**config.mk**
```make
export PLATFORM = sky130hd
export DESIGN_NAME = usr_sync_port
export DESIGN_NICKNAME = d
export VERILOG_FILES = /design/src/pkg/usr_pkg.sv /design/src/core/usr_sync_port.sv
export SDC_FILE = /design/constraint.sdc
export NUM_CORES = 1
export LEC_CHECK = 0
export CORE_ASPECT_RATIO = 0.75
export CORE_MARGIN = 4
export CORE_UTILIZATION = 50
export DETAILED_ROUTE_END_ITERATION = 6
export DONT_BUFFER_PORTS = 1
export GPL_TIMING_DRIVEN = 1
export PLACE_DENSITY = 0.68
export SYNTH_ARGS = -nofsm -noshare
export SYNTH_HDL_FRONTEND = slang
export SYNTH_SLANG_ARGS = --single-unit
```
**constraint.sdc**
```tcl
create_clock -name aclk -period 2.3 [get_ports aclk]
set_input_delay 0.23 -clock aclk [delete_from_list [all_inputs] [get_ports aclk]]
set_output_delay 0.23 -clock aclk [all_outputs]
set_load 0.02 [all_outputs]
```
**src/pkg/usr_pkg.sv**
```systemverilog
// Package with the register map, field positions and shared types of the serial port.
package usr_pkg;
   // Register byte offsets on the AXI4-Lite bus.
   localparam logic [7:0] ADDR_RCV_CTRL = 8'h00;
   localparam logic [7:0] ADDR_TX_CTRL = 8'h04;
   localparam logic [7:0] ADDR_RX_BUF = 8'h08;
   localparam logic [7:0] ADDR_TX_BUF = 8'h0C;
   localparam logic [7:0] ADDR_BAUD = 8'h10;
   localparam logic [7:0] ADDR_IRQ_CTRL = 8'h14;
   // Receive control and status field positions.
   localparam int RC_SERIAL_PORT_ENABLE = 7;
   localparam int RC_RX9 = 6;
   localparam int RC_SINGLE_RECEIVE_ENABLE = 5;
   localparam int RC_CONTINUOUS_RECEIVE_ENABLE = 4;
   localparam int RC_ADDRESS_DETECT_ENABLE = 3;
   // Transmit control and status field positions.
   localparam int TC_CLOCK_SOURCE_SELECT = 7;
   localparam int TC_TX9 = 6;
   localparam int TC_TRANSMIT_ENABLE_BIT = 5;
   localparam int TC_SYNC = 4;
   localparam int TC_NINTH_TRANSMIT_BIT = 0;
   // Interrupt enable field positions.
   localparam int IE_RECEIVE_IRQ_ENABLE = 0;
   localparam int IE_TRANSMIT_IRQ_ENABLE = 1;
   // Writable bit masks and reset values.
   localparam logic [7:0] RCV_WMASK = 8'hF8;
   localparam logic [7:0] TX_WMASK = 8'hF5;
   localparam logic [7:0] RCV_RST = 8'h00;
   localparam logic [7:0] TX_RST = 8'h00;
   localparam logic [7:0] BAUD_RST = 8'h00;
   // Frame lengths in bits.
   localparam logic [3:0] BITS_8 = 4'h8;
   localparam logic [3:0] BITS_9 = 4'h9;
   // Receive FIFO depth in words.
   localparam logic [1:0] RX_DEPTH = 2'h2;
   // AXI responses.
   localparam logic [1:0] RESP_OKAY = 2'h0;
   localparam logic [1:0] RESP_SLVERR = 2'h2;
   // Register selector produced by the address decoder.
   typedef enum logic [2:0] {
      SEL_RCV, SEL_TX, SEL_RXB, SEL_TXB, SEL_BAUD, SEL_IRQ, SEL_NONE
   } usr_sel_t;
   // Transmit shifter states.
   typedef enum logic {TX_IDLE, TX_SHIFT} usr_tx_state_t;
   // One received word with its status bits.
   typedef struct packed {
      logic framing_error_flag;
      logic d9;
      logic [7:0] data;
   } usr_rx_word_t;
   // Shift clock edge events.
   typedef struct packed {
      logic rise;
      logic fall;
   } usr_edge_t;
endpackage

```
**src/core/usr_sync_port.sv**
```systemverilog
// Synchronous serial port with master and slave shift clock and AXI4-Lite registers.
//
// Operation
// Either receive enable starts synchronous reception.
// Sample data line on shift clock falling edge.
// Master single receive takes one word, clears.
// Continuous receive runs until cleared, overrides single.
// Software clears both enables before starting.
// Slave mode takes shift clock from remote party.
// Sleep transmit queues two words, flag stays clear.
// Transmit interrupt enable lets transmit wake core.
// Slave mode ignores the single receive enable.
// Slave receives during sleep, wakes on receive.
// Port enable claims pins; clear resets machines.
// Nine bit selects per direction choose frame length.
// Address detect keeps only ninth-bit-set words.
// Framing flag follows buffer reads and words.
// Overrun clears only when continuous enable clears; the code also clears it when the port enable is clear.
// Ninth received bit readable as status field.
// Clock source select picks master or slave.
// Mode select chooses synchronous or asynchronous operation; the code has no asynchronous mode, a clear mode select disables the port.
// High baud select ignored in synchronous mode.
// Transmit idle flag reads one when idle.
// Receive enables take priority over transmit enable.
// Ninth transmit bit comes from control field.
// Receive buffer is a two entry FIFO.
// Overrun blocks transfers and further reception.
// Receive flag set on load, cleared when empty.
`timescale 1ns/1ps
module usr_sync_port #(
   parameter int ADDR_W = 8
) (
   // Clock and reset.
   input wire logic aclk,
   input wire logic aresetn,
   // AXI4-Lite write address, data and response.
   input wire logic [ADDR_W-1:0] s_axi_awaddr,
   input wire logic s_axi_awvalid,
   output logic s_axi_awready,
   input wire logic [31:0] s_axi_wdata,
   input wire logic [3:0] s_axi_wstrb,
   input wire logic s_axi_wvalid,
   output logic s_axi_wready,
   output logic [1:0] s_axi_bresp,
   output logic s_axi_bvalid,
   input wire logic s_axi_bready,
   // AXI4-Lite read address and data.
   input wire logic [ADDR_W-1:0] s_axi_araddr,
   input wire logic s_axi_arvalid,
   output logic s_axi_arready,
   output logic [31:0] s_axi_rdata,
   output logic [1:0] s_axi_rresp,
   output logic s_axi_rvalid,
   input wire logic s_axi_rready,
   // Shift clock pin.
   input wire logic shift_clock_pin_sense,
   output logic shift_clock_pin_drive,
   output logic shift_clock_pin_oe,
   // Serial data pin.
   input wire logic serial_data_pin_sense,
   output logic serial_data_pin_drive,
   output logic serial_data_pin_oe,
   // Core sleep state and wake signalling.
   input wire logic sleep_mode,
   output logic receive_flag,
   output logic transmit_flag,
   output logic wake_request
);

   // Frame length for a nine bit select.
   function automatic logic [3:0] usr_bits(input logic nine);
      usr_bits = nine ? usr_pkg::BITS_9 : usr_pkg::BITS_8;
   endfunction

   // Maps a bus address onto a register selector.
   function automatic usr_pkg::usr_sel_t usr_dec(input logic [ADDR_W-1:0] a);
      logic [7:0] b;
      b = a[7:0];
      if (b == usr_pkg::ADDR_RCV_CTRL) begin
         usr_dec = usr_pkg::SEL_RCV;
      end else if (b == usr_pkg::ADDR_TX_CTRL) begin
         usr_dec = usr_pkg::SEL_TX;
      end else if (b == usr_pkg::ADDR_RX_BUF) begin
         usr_dec = usr_pkg::SEL_RXB;
      end else if (b == usr_pkg::ADDR_TX_BUF) begin
         usr_dec = usr_pkg::SEL_TXB;
      end else if (b == usr_pkg::ADDR_BAUD) begin
         usr_dec = usr_pkg::SEL_BAUD;
      end else if (b == usr_pkg::ADDR_IRQ_CTRL) begin
         usr_dec = usr_pkg::SEL_IRQ;
      end else begin
         usr_dec = usr_pkg::SEL_NONE;
      end
   endfunction

   // Register state.
   logic [7:0] rcv_r, rcv_nxt, txs_r, txs_nxt, baud_r, baud_nxt;
   logic [1:0] ien_r, ien_nxt;
   logic aw_hold_r, aw_hold_nxt, w_hold_r, w_hold_nxt;
   logic [ADDR_W-1:0] awa_r, awa_nxt;
   logic [7:0] wd_r, wd_nxt;
   logic wstb_r, wstb_nxt, bvalid_r, bvalid_nxt, rvalid_r, rvalid_nxt;
   logic [1:0] bresp_r, bresp_nxt, rresp_r, rresp_nxt;
   logic [31:0] rdata_r, rdata_nxt;
   // Pin synchronisers and master clock.
   logic ck_s1_r, ck_s2_r, ck_s3_r, dt_s1_r, dt_s2_r;
   logic [7:0] div_r, div_nxt;
   logic mck_r, mck_nxt;
   // Receive path.
   usr_pkg::usr_rx_word_t mem_r [2];
   usr_pkg::usr_rx_word_t mem_nxt [2];
   logic wptr_r, wptr_nxt, rptr_r, rptr_nxt, overrun_error_flag_r, overrun_error_flag_nxt;
   logic [1:0] cnt_r, cnt_nxt;
   logic [8:0] rsr_r, rsr_nxt;
   logic [3:0] rbits_r, rbits_nxt;
   // Transmit path.
   usr_pkg::usr_tx_state_t tst_r, tst_nxt;
   logic [7:0] txb_r, txb_nxt;
   logic txb_full_r, txb_full_nxt, dt_r, dt_nxt, tx_wake_r, tx_wake_nxt;
   logic [8:0] tsr_r, tsr_nxt;
   logic [3:0] tbits_r, tbits_nxt;
   // Shared decode.
   logic en, master, rx_req, rx_on, tx_on, run_clk, tick;
   logic wr_en, continuous_receive_enable_clr, single_receive_enable_clr, txb_wr, pop;
   usr_pkg::usr_sel_t wsel;
   usr_pkg::usr_edge_t ev;
   usr_pkg::usr_rx_word_t head;

   // Operating mode and path arbitration.
   assign en = rcv_r[usr_pkg::RC_SERIAL_PORT_ENABLE] & txs_r[usr_pkg::TC_SYNC];
   assign master = txs_r[usr_pkg::TC_CLOCK_SOURCE_SELECT];
   assign rx_req = rcv_r[usr_pkg::RC_CONTINUOUS_RECEIVE_ENABLE] | (master & rcv_r[usr_pkg::RC_SINGLE_RECEIVE_ENABLE]);
   assign rx_on = en & rx_req & ~overrun_error_flag_r;
   assign tx_on = en & txs_r[usr_pkg::TC_TRANSMIT_ENABLE_BIT] & ~rx_req;
   assign run_clk = en & master & (rx_on | (tx_on & (tst_r == usr_pkg::TX_SHIFT)));
   assign tick = run_clk & (div_r == baud_r);
   assign head = mem_r[rptr_r];

   // Shift clock edges come from the divider as master or the pin as slave.
   always_comb begin
      if (master) begin
         ev.rise = tick & ~mck_r;
         ev.fall = tick & mck_r;
      end else begin
         ev.rise = ck_s2_r & ~ck_s3_r;
         ev.fall = ~ck_s2_r & ck_s3_r;
      end
   end

   // Master clock divider; the high baud select plays no part here.
   always_comb begin
      div_nxt = 8'h00;
      mck_nxt = 1'b0;
      if (run_clk) begin
         div_nxt = tick ? 8'h00 : div_r + 8'h01;
         mck_nxt = tick ? ~mck_r : mck_r;
      end
   end

   // Two flip-flop synchronisers on both pins, plus the divider state.
   always_ff @(posedge aclk) begin
      if (!aresetn) begin
         ck_s1_r <= 1'b0;
         ck_s2_r <= 1'b0;
         ck_s3_r <= 1'b0;
         dt_s1_r <= 1'b0;
         dt_s2_r <= 1'b0;
         div_r <= 8'h00;
         mck_r <= 1'b0;
      end else begin
         ck_s1_r <= shift_clock_pin_sense;
         ck_s2_r <= ck_s1_r;
         ck_s3_r <= ck_s2_r;
         dt_s1_r <= serial_data_pin_sense;
         dt_s2_r <= dt_s1_r;
         div_r <= div_nxt;
         mck_r <= mck_nxt;
      end
   end

   // Bus slave: handshakes, register writes and read data.
   assign wr_en = aw_hold_r & w_hold_r & ~bvalid_r;
   assign wsel = usr_dec(awa_r);
   assign txb_wr = wr_en & wstb_r & (wsel == usr_pkg::SEL_TXB);
   assign pop = s_axi_arvalid & ~rvalid_r & (usr_dec(s_axi_araddr) == usr_pkg::SEL_RXB)
      & (cnt_r != 2'h0);
   always_comb begin
      aw_hold_nxt = aw_hold_r;
      w_hold_nxt = w_hold_r;
      awa_nxt = awa_r;
      wd_nxt = wd_r;
      wstb_nxt = wstb_r;
      bvalid_nxt = bvalid_r & ~s_axi_bready;
      bresp_nxt = bresp_r;
      rvalid_nxt = rvalid_r & ~s_axi_rready;
      rresp_nxt = rresp_r;
      rdata_nxt = rdata_r;
      rcv_nxt = rcv_r;
      txs_nxt = txs_r;
      baud_nxt = baud_r;
      ien_nxt = ien_r;
      continuous_receive_enable_clr = 1'b0;
      if (s_axi_awvalid & s_axi_awready) begin
         aw_hold_nxt = 1'b1;
         awa_nxt = s_axi_awaddr;
      end
      if (s_axi_wvalid & s_axi_wready) begin
         w_hold_nxt = 1'b1;
         wd_nxt = s_axi_wdata[7:0];
         wstb_nxt = s_axi_wstrb[0];
      end
      if (single_receive_enable_clr) begin
         rcv_nxt[usr_pkg::RC_SINGLE_RECEIVE_ENABLE] = 1'b0;
      end
      if (wr_en) begin
         aw_hold_nxt = 1'b0;
         w_hold_nxt = 1'b0;
         bvalid_nxt = 1'b1;
         bresp_nxt = (wsel == usr_pkg::SEL_NONE) ? usr_pkg::RESP_SLVERR : usr_pkg::RESP_OKAY;
         if (wstb_r) begin
            case (wsel)
               usr_pkg::SEL_RCV: begin
                  rcv_nxt = wd_r & usr_pkg::RCV_WMASK;
                  continuous_receive_enable_clr = rcv_r[usr_pkg::RC_CONTINUOUS_RECEIVE_ENABLE] & ~wd_r[usr_pkg::RC_CONTINUOUS_RECEIVE_ENABLE];
               end
               usr_pkg::SEL_TX: txs_nxt = wd_r & usr_pkg::TX_WMASK;
               usr_pkg::SEL_BAUD: baud_nxt = wd_r;
               usr_pkg::SEL_IRQ: ien_nxt = wd_r[1:0];
               default: ;
            endcase
         end
      end
      if (s_axi_arvalid & s_axi_arready) begin
         rvalid_nxt = 1'b1;
         rresp_nxt = usr_pkg::RESP_OKAY;
         rdata_nxt = 32'h0000_0000;
         case (usr_dec(s_axi_araddr))
            usr_pkg::SEL_RCV: rdata_nxt[7:0] = rcv_r
               | {5'h00, head.framing_error_flag, overrun_error_flag_r, head.d9};
            usr_pkg::SEL_TX: rdata_nxt[7:0] = txs_r
               | {6'h00, tst_r == usr_pkg::TX_IDLE, 1'b0};
            usr_pkg::SEL_RXB: rdata_nxt[7:0] = head.data;
            usr_pkg::SEL_TXB: rdata_nxt[7:0] = 8'h00;
            usr_pkg::SEL_BAUD: rdata_nxt[7:0] = baud_r;
            usr_pkg::SEL_IRQ: rdata_nxt[7:0] = {4'h0, transmit_flag, receive_flag, ien_r};
            default: rresp_nxt = usr_pkg::RESP_SLVERR;
         endcase
      end
   end

   // Bus slave registers.
   always_ff @(posedge aclk) begin
      if (!aresetn) begin
         aw_hold_r <= 1'b0;
         w_hold_r <= 1'b0;
         awa_r <= '0;
         wd_r <= 8'h00;
         wstb_r <= 1'b0;
         bvalid_r <= 1'b0;
         bresp_r <= usr_pkg::RESP_OKAY;
         rvalid_r <= 1'b0;
         rresp_r <= usr_pkg::RESP_OKAY;
         rdata_r <= 32'h0000_0000;
         rcv_r <= usr_pkg::RCV_RST;
         txs_r <= usr_pkg::TX_RST;
         baud_r <= usr_pkg::BAUD_RST;
         ien_r <= 2'h0;
      end else begin
         aw_hold_r <= aw_hold_nxt;
         w_hold_r <= w_hold_nxt;
         awa_r <= awa_nxt;
         wd_r <= wd_nxt;
         wstb_r <= wstb_nxt;
         bvalid_r <= bvalid_nxt;
         bresp_r <= bresp_nxt;
         rvalid_r <= rvalid_nxt;
         rresp_r <= rresp_nxt;
         rdata_r <= rdata_nxt;
         rcv_r <= rcv_nxt;
         txs_r <= txs_nxt;
         baud_r <= baud_nxt;
         ien_r <= ien_nxt;
      end
   end

   // Receive shifter, address filter, overrun and two entry FIFO.
   always_comb begin
      logic nine, done, full;
      usr_pkg::usr_rx_word_t w;
      nine = rcv_r[usr_pkg::RC_RX9];
      done = 1'b0;
      w = '0;
      rsr_nxt = rsr_r;
      rbits_nxt = rbits_r;
      overrun_error_flag_nxt = overrun_error_flag_r & ~continuous_receive_enable_clr;
      single_receive_enable_clr = 1'b0;
      mem_nxt = mem_r;
      wptr_nxt = wptr_r;
      rptr_nxt = rptr_r ^ pop;
      cnt_nxt = cnt_r - {1'b0, pop};
      full = (cnt_r == usr_pkg::RX_DEPTH) & ~pop;
      if (!rx_on) begin
         rbits_nxt = 4'h0;
      end else if (ev.fall) begin
         rsr_nxt = {dt_s2_r, rsr_r[8:1]};
         rbits_nxt = rbits_r + 4'h1;
         if (rbits_nxt == usr_bits(nine)) begin
            done = 1'b1;
            rbits_nxt = 4'h0;
         end
      end
      w.framing_error_flag = 1'b0;
      w.d9 = nine & rsr_nxt[8];
      w.data = nine ? rsr_nxt[7:0] : rsr_nxt[8:1];
      if (done) begin
         single_receive_enable_clr = master & ~rcv_r[usr_pkg::RC_CONTINUOUS_RECEIVE_ENABLE];
         if (full) begin
            overrun_error_flag_nxt = 1'b1;
         end else if (!(nine & rcv_r[usr_pkg::RC_ADDRESS_DETECT_ENABLE] & !w.d9)) begin
            mem_nxt[wptr_r] = w;
            wptr_nxt = ~wptr_r;
            cnt_nxt = cnt_nxt + 2'h1;
         end
      end
      if (!rcv_r[usr_pkg::RC_SERIAL_PORT_ENABLE]) begin
         rbits_nxt = 4'h0;
         overrun_error_flag_nxt = 1'b0;
         wptr_nxt = 1'b0;
         rptr_nxt = 1'b0;
         cnt_nxt = 2'h0;
      end
   end

   // Receive registers.
   always_ff @(posedge aclk) begin
      if (!aresetn) begin
         rsr_r <= 9'h000;
         rbits_r <= 4'h0;
         overrun_error_flag_r <= 1'b0;
         mem_r[0] <= '0;
         mem_r[1] <= '0;
         wptr_r <= 1'b0;
         rptr_r <= 1'b0;
         cnt_r <= 2'h0;
      end else begin
         rsr_r <= rsr_nxt;
         rbits_r <= rbits_nxt;
         overrun_error_flag_r <= overrun_error_flag_nxt;
         mem_r <= mem_nxt;
         wptr_r <= wptr_nxt;
         rptr_r <= rptr_nxt;
         cnt_r <= cnt_nxt;
      end
   end

   // Transmit buffer and shifter; receive requests only pause it.
   always_comb begin
      logic load;
      load = 1'b0;
      tst_nxt = tst_r;
      tsr_nxt = tsr_r;
      tbits_nxt = tbits_r;
      dt_nxt = dt_r;
      txb_nxt = txb_r;
      txb_full_nxt = txb_full_r;
      tx_wake_nxt = tx_wake_r & sleep_mode;
      case (tst_r)
         usr_pkg::TX_IDLE: begin
            load = en & txs_r[usr_pkg::TC_TRANSMIT_ENABLE_BIT] & txb_full_r;
         end
         usr_pkg::TX_SHIFT: begin
            if (tx_on & ev.rise & (tbits_r < usr_bits(txs_r[usr_pkg::TC_TX9]))) begin
               dt_nxt = tsr_r[0];
               tsr_nxt = {1'b0, tsr_r[8:1]};
               tbits_nxt = tbits_r + 4'h1;
            end else if (tx_on & ev.fall & (tbits_r == usr_bits(txs_r[usr_pkg::TC_TX9]))) begin
               tbits_nxt = tbits_r + 4'h1; // Hold the last bit past its falling edge.
            end else if (tbits_r > usr_bits(txs_r[usr_pkg::TC_TX9])) begin
               tst_nxt = usr_pkg::TX_IDLE;
               load = txb_full_r;
               tx_wake_nxt = tx_wake_r | (sleep_mode & ~txb_full_r);
            end
         end
         default: tst_nxt = usr_pkg::TX_IDLE;
      endcase
      if (load) begin
         tst_nxt = usr_pkg::TX_SHIFT;
         tsr_nxt = {txs_r[usr_pkg::TC_NINTH_TRANSMIT_BIT], txb_r};
         tbits_nxt = 4'h0;
         txb_full_nxt = 1'b0;
      end
      if (txb_wr) begin
         txb_nxt = wd_r;
         txb_full_nxt = 1'b1;
      end
      if (!en | !txs_r[usr_pkg::TC_TRANSMIT_ENABLE_BIT]) begin
         tst_nxt = usr_pkg::TX_IDLE;
         tbits_nxt = 4'h0;
      end
      if (!rcv_r[usr_pkg::RC_SERIAL_PORT_ENABLE]) begin
         txb_full_nxt = 1'b0;
         tx_wake_nxt = 1'b0;
      end
   end

   // Transmit registers.
   always_ff @(posedge aclk) begin
      if (!aresetn) begin
         tst_r <= usr_pkg::TX_IDLE;
         tsr_r <= 9'h000;
         tbits_r <= 4'h0;
         dt_r <= 1'b0;
         txb_r <= 8'h00;
         txb_full_r <= 1'b0;
         tx_wake_r <= 1'b0;
      end else begin
         tst_r <= tst_nxt;
         tsr_r <= tsr_nxt;
         tbits_r <= tbits_nxt;
         dt_r <= dt_nxt;
         txb_r <= txb_nxt;
         txb_full_r <= txb_full_nxt;
         tx_wake_r <= tx_wake_nxt;
      end
   end

   // Bus outputs.
   assign s_axi_awready = ~aw_hold_r & ~bvalid_r;
   assign s_axi_wready = ~w_hold_r & ~bvalid_r;
   assign s_axi_bvalid = bvalid_r;
   assign s_axi_bresp = bresp_r;
   assign s_axi_arready = ~rvalid_r;
   assign s_axi_rvalid = rvalid_r;
   assign s_axi_rresp = rresp_r;
   assign s_axi_rdata = rdata_r;

   // Pins, flags and wake.
   assign shift_clock_pin_drive = mck_r;
   assign shift_clock_pin_oe = en & master;
   assign serial_data_pin_drive = dt_r;
   assign serial_data_pin_oe = tx_on & (tst_r == usr_pkg::TX_SHIFT);
   assign receive_flag = cnt_r != 2'h0;
   assign transmit_flag = ~txb_full_r & ~sleep_mode;
   assign wake_request = (receive_flag & ien_r[usr_pkg::IE_RECEIVE_IRQ_ENABLE])
      | (tx_wake_r & ien_r[usr_pkg::IE_TRANSMIT_IRQ_ENABLE]);

endmodule

```
## After elaboration in Yosys (flattened, before gate mapping)

Cells that the tools add are included.

- Bits in latches: 0
- Logic and storage cells: 249
- Output and inout port bits: 48
- Flip-flop bits (word level): 131
- Bits of input ports: 62
- Memories kept: 0
- ROM bits: 0
- Bits in writable memories: 0

- Div/mod/pow operators: 0
- Reductions and logical operators: 29
- Add/subtract/negate cells: 5
- Muxes and demuxes: 67
- $lt $le $gt $ge: 5
- Bitwise gates (word level): 77
- Shift operators: 0
- Eq/ne operators: 25
- $mul: 0

Operator list:

| operator | number |
|---|---|
| $mux 9 | 5 |
| $and 1x1->1 | 44 |
| $mux 10 | 4 |
| $pmux 8 s5 | 1 |
| $eq 8x4->1 const B | 4 |
| $eq 8x5->1 const B | 4 |
| $mux 1 | 28 |
| $mux 3 | 9 |
| $not 1->1 | 23 |
| $bwmux 20 | 1 |
| $mux 2 | 10 |
| $mux 6 | 3 |
| $reduce_and 3->1 | 6 |
| $eq 8x3->1 const B | 2 |
| $logic_not 8->1 | 2 |
| $eq 3x3->1 const B | 5 |
| $eq 3x2->1 const B | 4 |
| $mux 4 | 3 |
| $demux 10 s1 | 1 |
| $reduce_and 2->1 | 5 |
| $reduce_bool 2->1 | 5 |
| $add 4x1->4 const B | 2 |
| $add 8x1->8 const B | 1 |
| $eq 4x4->1 | 2 |
| other kinds (22) | 34 |

## Longest topological paths before layout

- Depth after elaboration: 18
- Depth in mapped cells: 9
- Depth with buffers taken out: 8

## Worst setup path after synthesis

Ideal clock, no wire load.

- Path type: input to register
- Start: in s_axi_araddr[1]
- End: reg cnt_r[1]
- Buffers on the path: 1
- Library setup time: 121 ps
- Setup slack: -10 ps
- Cell stages on the path: 8
- Arrival time: 2188 ps
- Cell sequence: or4_4 -> or2_1 -> buf_2 -> nor4_4 -> ha_1 -> a2111oi_4 -> xnor2_1 -> nor2_1

- Word-level cells in the longest chain between the ends: 15
- Elaborated cells between the ends (all ways): 22

Ends and longest elaborated chain:

| element | line | RTL |
|---|---|---|
| start, declared | usr_sync_port.sv:48 | `input wire logic [ADDR_W-1:0] s_axi_araddr,` |
| $eq 8x5->1 | usr_sync_port.sv:89 | `end else if (b == usr_pkg::ADDR_IRQ_CTRL) begin` |
| $mux 2 | usr_sync_port.sv:89 |  |
| $mux 2 | usr_sync_port.sv:87 | `end else if (b == usr_pkg::ADDR_BAUD) begin` |
| $mux 3 | usr_sync_port.sv:85 | `end else if (b == usr_pkg::ADDR_TX_BUF) begin` |
| $mux 3 | usr_sync_port.sv:83 | `end else if (b == usr_pkg::ADDR_RX_BUF) begin` |
| $mux 3 | usr_sync_port.sv:81 | `end else if (b == usr_pkg::ADDR_TX_CTRL) begin` |
| $mux 3 * | usr_sync_port.sv:79 | `if (b == usr_pkg::ADDR_RCV_CTRL) begin` |
| $eq 3x2->1 * | usr_sync_port.sv:185 | `assign pop = s_axi_arvalid & ~rvalid_r & (usr_dec(s_axi_araddr) == usr_pkg::SEL_RXB)` |
| $and 1x1->1 * | usr_sync_port.sv:185 |  |
| $and 1x1->1 * | usr_sync_port.sv:186 | `& (cnt_r != 2'h0);` |
| $sub 2x1->2 | usr_sync_port.sv:300 | `cnt_nxt = cnt_r - {1'b0, pop};` |
| $add 2x1->2 | usr_sync_port.sv:322 | `cnt_nxt = cnt_nxt + 2'h1;` |
| $mux 2 | usr_sync_port.sv:319 | `end else if (!(nine & rcv_r[usr_pkg::RC_ADDRESS_DETECT_ENABLE] & !w.d9)) begin` |
| $mux 2 | usr_sync_port.sv:317 | `if (full) begin` |
| $mux 2 * | usr_sync_port.sv:315 | `if (done) begin` |
| end signal, assigned | usr_sync_port.sv:352 | `cnt_r <= cnt_nxt;` |
| end, declared | usr_sync_port.sv:113 | `logic [1:0] cnt_r, cnt_nxt;` |

Mark *: on every way between the ends. The rest lies on a longest branch, timed or not.
A chain may end at the register's enable or synchronous reset.

## Final worst setup path

- Start: reg baud_r[4]
- End: reg tbits_r[2]

- Word-level cells in the longest chain between the ends: 10
- Elaborated cells between the ends (all ways): 16

Ends and longest elaborated chain:

| element | line | RTL |
|---|---|---|
| start, declared | usr_sync_port.sv:97 | `logic [7:0] rcv_r, rcv_nxt, txs_r, txs_nxt, baud_r, baud_nxt;` |
| start signal, assigned | usr_sync_port.sv:266 | `baud_r <= usr_pkg::BAUD_RST;` |
| start signal, assigned | usr_sync_port.sv:281 | `baud_r <= baud_nxt;` |
| $eq 8x8->1 * | usr_sync_port.sv:136 | `assign tick = run_clk & (div_r == baud_r);` |
| $and 1x1->1 * | usr_sync_port.sv:136 |  |
| $and 1x1->1 | usr_sync_port.sv:143 | `ev.fall = tick & mck_r;` |
| $mux 2 * | usr_sync_port.sv:141 | `if (master) begin` |
| $and 1x1->1 (2 in a row) | usr_sync_port.sv:376 | `end else if (tx_on & ev.fall & (tbits_r == usr_bits(txs_r[usr_pkg::TC_TX9]))) begin` |
| $mux 1 | usr_sync_port.sv:376 |  |
| $mux 1 | usr_sync_port.sv:372 | `if (tx_on & ev.rise & (tbits_r < usr_bits(txs_r[usr_pkg::TC_TX9]))) begin` |
| $pmux 1 s2 | usr_sync_port.sv:367 | `case (tst_r)` |
| $reduce_or 3->1 (no line) | n/a |  |
| end signal, assigned | usr_sync_port.sv:419 | `tbits_r <= tbits_nxt;` |
| end, declared | usr_sync_port.sv:121 | `logic [3:0] tbits_r, tbits_nxt;` |

Marks and branches as above.

==> reports/metrics.yaml <==
fin_worst_skew_ns: 0.00776
layout.nets: 775
hold_violations: 0
final_area_sq_um: 7100
ir_drop_mv: 0.544
seq_area_frac_synth_pct: 41.7
final.setup.worst_slack_ns: 0.102
synth_fa_ha_area_share_pct: 1.03
synth-edff-count: 0
grt_pass1_vias: 4589
ios: 110
cts_buffer_depth: 2
crit_fanout: 6
wl_microns: 15200
ys_warn_count: 0
worst_pin_slew_ns: 0.764
synth_ff_type: "dfxtp_1"
drv_cap: 0
reg2reg_to: "tbits_r[2]$_SDFFE_PP0P_"
path_class: "register to register"
post_drt_wl_per_cell_microns: 17.2
final-seq-area_sq_um: 2520
cts_root_buf: "clkbuf_16"
portBuffers: 0
worst_setup_path_start_kind: "register"
fillerInstances: 1006
crit_path_end: "tbits_r[2]$_SDFFE_PP0P_"
fin_crit_sh_pct: 95.5
syn_avg_cell_area_sq_um: 9.02
drv_slew: 0
synth_top_area_share_pct: 41.7
hold_class: "input port to register"
fmax_mhz: 455
ys_ff_latch: 126
row_count: 34
grt_overflow: 0
grt_max_degree: 81
grtUsageTotal_pct: 22.5
initial_core_util_pct: 51.7
min_period_ns: 2.20
synthSimpleGateAreaFrac_pct: 22.6
worstRegToRegCells: 6
cts_made_buffers: 17
reg2reg_slack_ns: 0.10
endpoint_kind: "register"
ant_nets: 0
drive_gt1_share_pct: 11.8
final_cells: 883
utilization_pct: 60.7
synth_area_sq_um: 6050
crit_chain: "xor2_1 -> nor4_4 -> nand2_2 -> o31a_1 -> or4_1 -> a21oi_1"
p_per_area_nw_per_um2: 729
mostFrequentLayoutCells: "126 x dfxtp_1, 96 x nand2_1, 56 x mux2i_1, 47 x nor2_1, 34 x nor2b_1"
drc: 0
slowest_stage: "nor4_4"
post-place-ws_ns: 0.0187
synthMuxAreaShare_pct: 11.1
routabilityCongestion: 0.875
die_width_microns: 135
syn_to_final_growth_pct: 17.3
grt_pass1_wl_microns: 24300
rsz0062_at_grt: "false"
required_ns: 2.64
synth_compound_area_share_pct: 14.1
clk_pin_slew_ns: 0.06
syn_inst: 671
whs_ns: 0.00955
cts_tree: "done"
reg2reg_from: "baud_r[4]$_SDFFE_PN0P_"
worst_ep_arrival_time_ns: 2.54
relSlewSlack_pct: 48.7
cts.sinks: 126
status: "finished, final reports clean"
dpl.cell_count: 824
clk_latency_ns: 0.42
vias_per_cell: 5.39
n_antenna_cell: 0
yosysTopAreaCell: "dfxtp_1"
die_h_microns: 103
vias: 4762
synthXorXnorAreaFrac_pct: 3.18
synth.distinct_cells: 63
firstDrtPassIters: 5
finalSetupViolCount: 0
slowest_delay_ns: 0.49
leakagePower_nw: 2.80
multi_input_area_sq_um: 3290
dieArea_sq_um: 13900
drt_iter0_drc: 477
final_common_cell: "dfxtp_1"
tns_ns: 0
synthTopCellsByArea: "dfxtp_1 42%, mux2i_1 9.3%, nand2_1 6.0%, nor2b_1 3.5%, buf_4 3.5%"
core-area_sq_um: 11700
htree_num_levels: 4
place_hpwl_microns: 10200
cp-startpoint: "baud_r[4]$_SDFFE_PN0P_"
power_mw: 5.17
grt_antenna_before_repair: 0
dpl_cell_area_sq_um: 6190
synth_top_family_by_area: "simple AND/OR/NAND/NOR gates"
async_flop_share_pct: 0
[how the worst min path moves through the flow]
stage / start / endpoint / slack [ns] / cells after the start
5_1_grt: s_axi_araddr[3] / s_axi_rresp[1]$_SDFFE_PN0P_ / 0.009 / 2
3_5_place_dp: shift_clock_pin_sense / ck_s1_r$_SDFF_PN0_ / 0.36 / 1
2_1_floorplan: shift_clock_pin_sense / ck_s1_r$_SDFF_PN0_ / 0.36 / 1
4_1_cts: aresetn / mem_r[11]$_SDFFE_PN0P_ / 0.0002 / 2
6_report: aresetn / mem_r[11]$_SDFFE_PN0P_ / 0.01 / 2
3_3_place_gp: serial_data_pin_sense / dt_s1_r$_SDFF_PN0_ / 0.36 / 1
[critical path, delay by kind of cell, from the launching register on]
kind	cells	cell delay (ns)
AOI/OAI and AO/OA	2	0.51
xor gates and xnor gates	1	0.20
DFF	1	0.34
and+or+nand+nor	3	1.08
[state kept, by name (all words and copies together) (netlist names), 2 cells and up]
signal and cells:
txs_r 6, tsr_r 9, rcv_r 5, mem_r 18
ien_r 2, tbits_r 4, div_r 8, s_axi_rdata 8
rbits_r 4, awa_r 8, baud_r 8, wd_r 8
cnt_r 2, rsr_r 8, txb_r 8
[cells in the mapped netlist (6+ instances only)]
cell type and number:
dfxtp_1 126, o21ai_1 9, xor2_1 15, a21boi_0 18, mux2_2 10, mux2i_1 56
xnor2_1 7, buf_2 8, nand2_1 97, o21a_1 10, and3_1 9, o221a_1 8
and2_1 9, clkbuf_1 17, inv_1 13, o21ai_0 10, buf_4 28, a21oi_1 24
nor3_1 6, a21boi_1 9, nor2b_1 34, nor2_1 47, nand3b_1 7, nand3_1 24
[area by class of cell]
class	count	share of cell area (%)
clock buffers	17	5.99
repair buffers	49	6.34
multi-input cells	501	46.3
flip-flops and latches	126	35.5
well taps	162	2.85
clock inverters	15	2.29
inverters	13	0.687
[cell families after synthesis]
family / after synthesis
AND/OR/NAND/NOR: 263
flip-flops: 126
AO/OA/AOI/OAI: 119
buffers and inverters: 69
multiplexers: 66
XOR/XNOR: 22
adder cells (fa/ha/maj): 5
other: 1
[report_power, final]
group	total, mW	switching, mW	internal [mW]	leakage [nW]
Clock	2.66	1.06	1.61	0.269
Sequential	2.26	0.0396	2.22	1.02
Combinational	0.256	0.155	0.101	1.52
Total	5.17	1.25	3.92	2.80
[metal layers]
metal | GRT usage, % | share of wire, % | routed length [microns] | vias to the layer above
met3 | 6.67 | 7.6 | 1160 | 15
met2 | 34.6 | 44 | 6650 | 141
met1 | 31.7 | 48 | 7280 | 2254
li1 | - | - | - | 2352
met5 | 0 | 0 | 0 | -
met4 | 4.96 | 0.89 | 135 | 0
[repair_timing]
action / CTS / global route
resized for setup: 1 / 5
pin swaps: 0 / 2
setup endpoints to repair: 1 / 19
endpoints found under the hold margin: 82 / 0
hold buffers: 26 / 0
setup buffers: 0 / 1
Power figures use the tool's default switching activity.
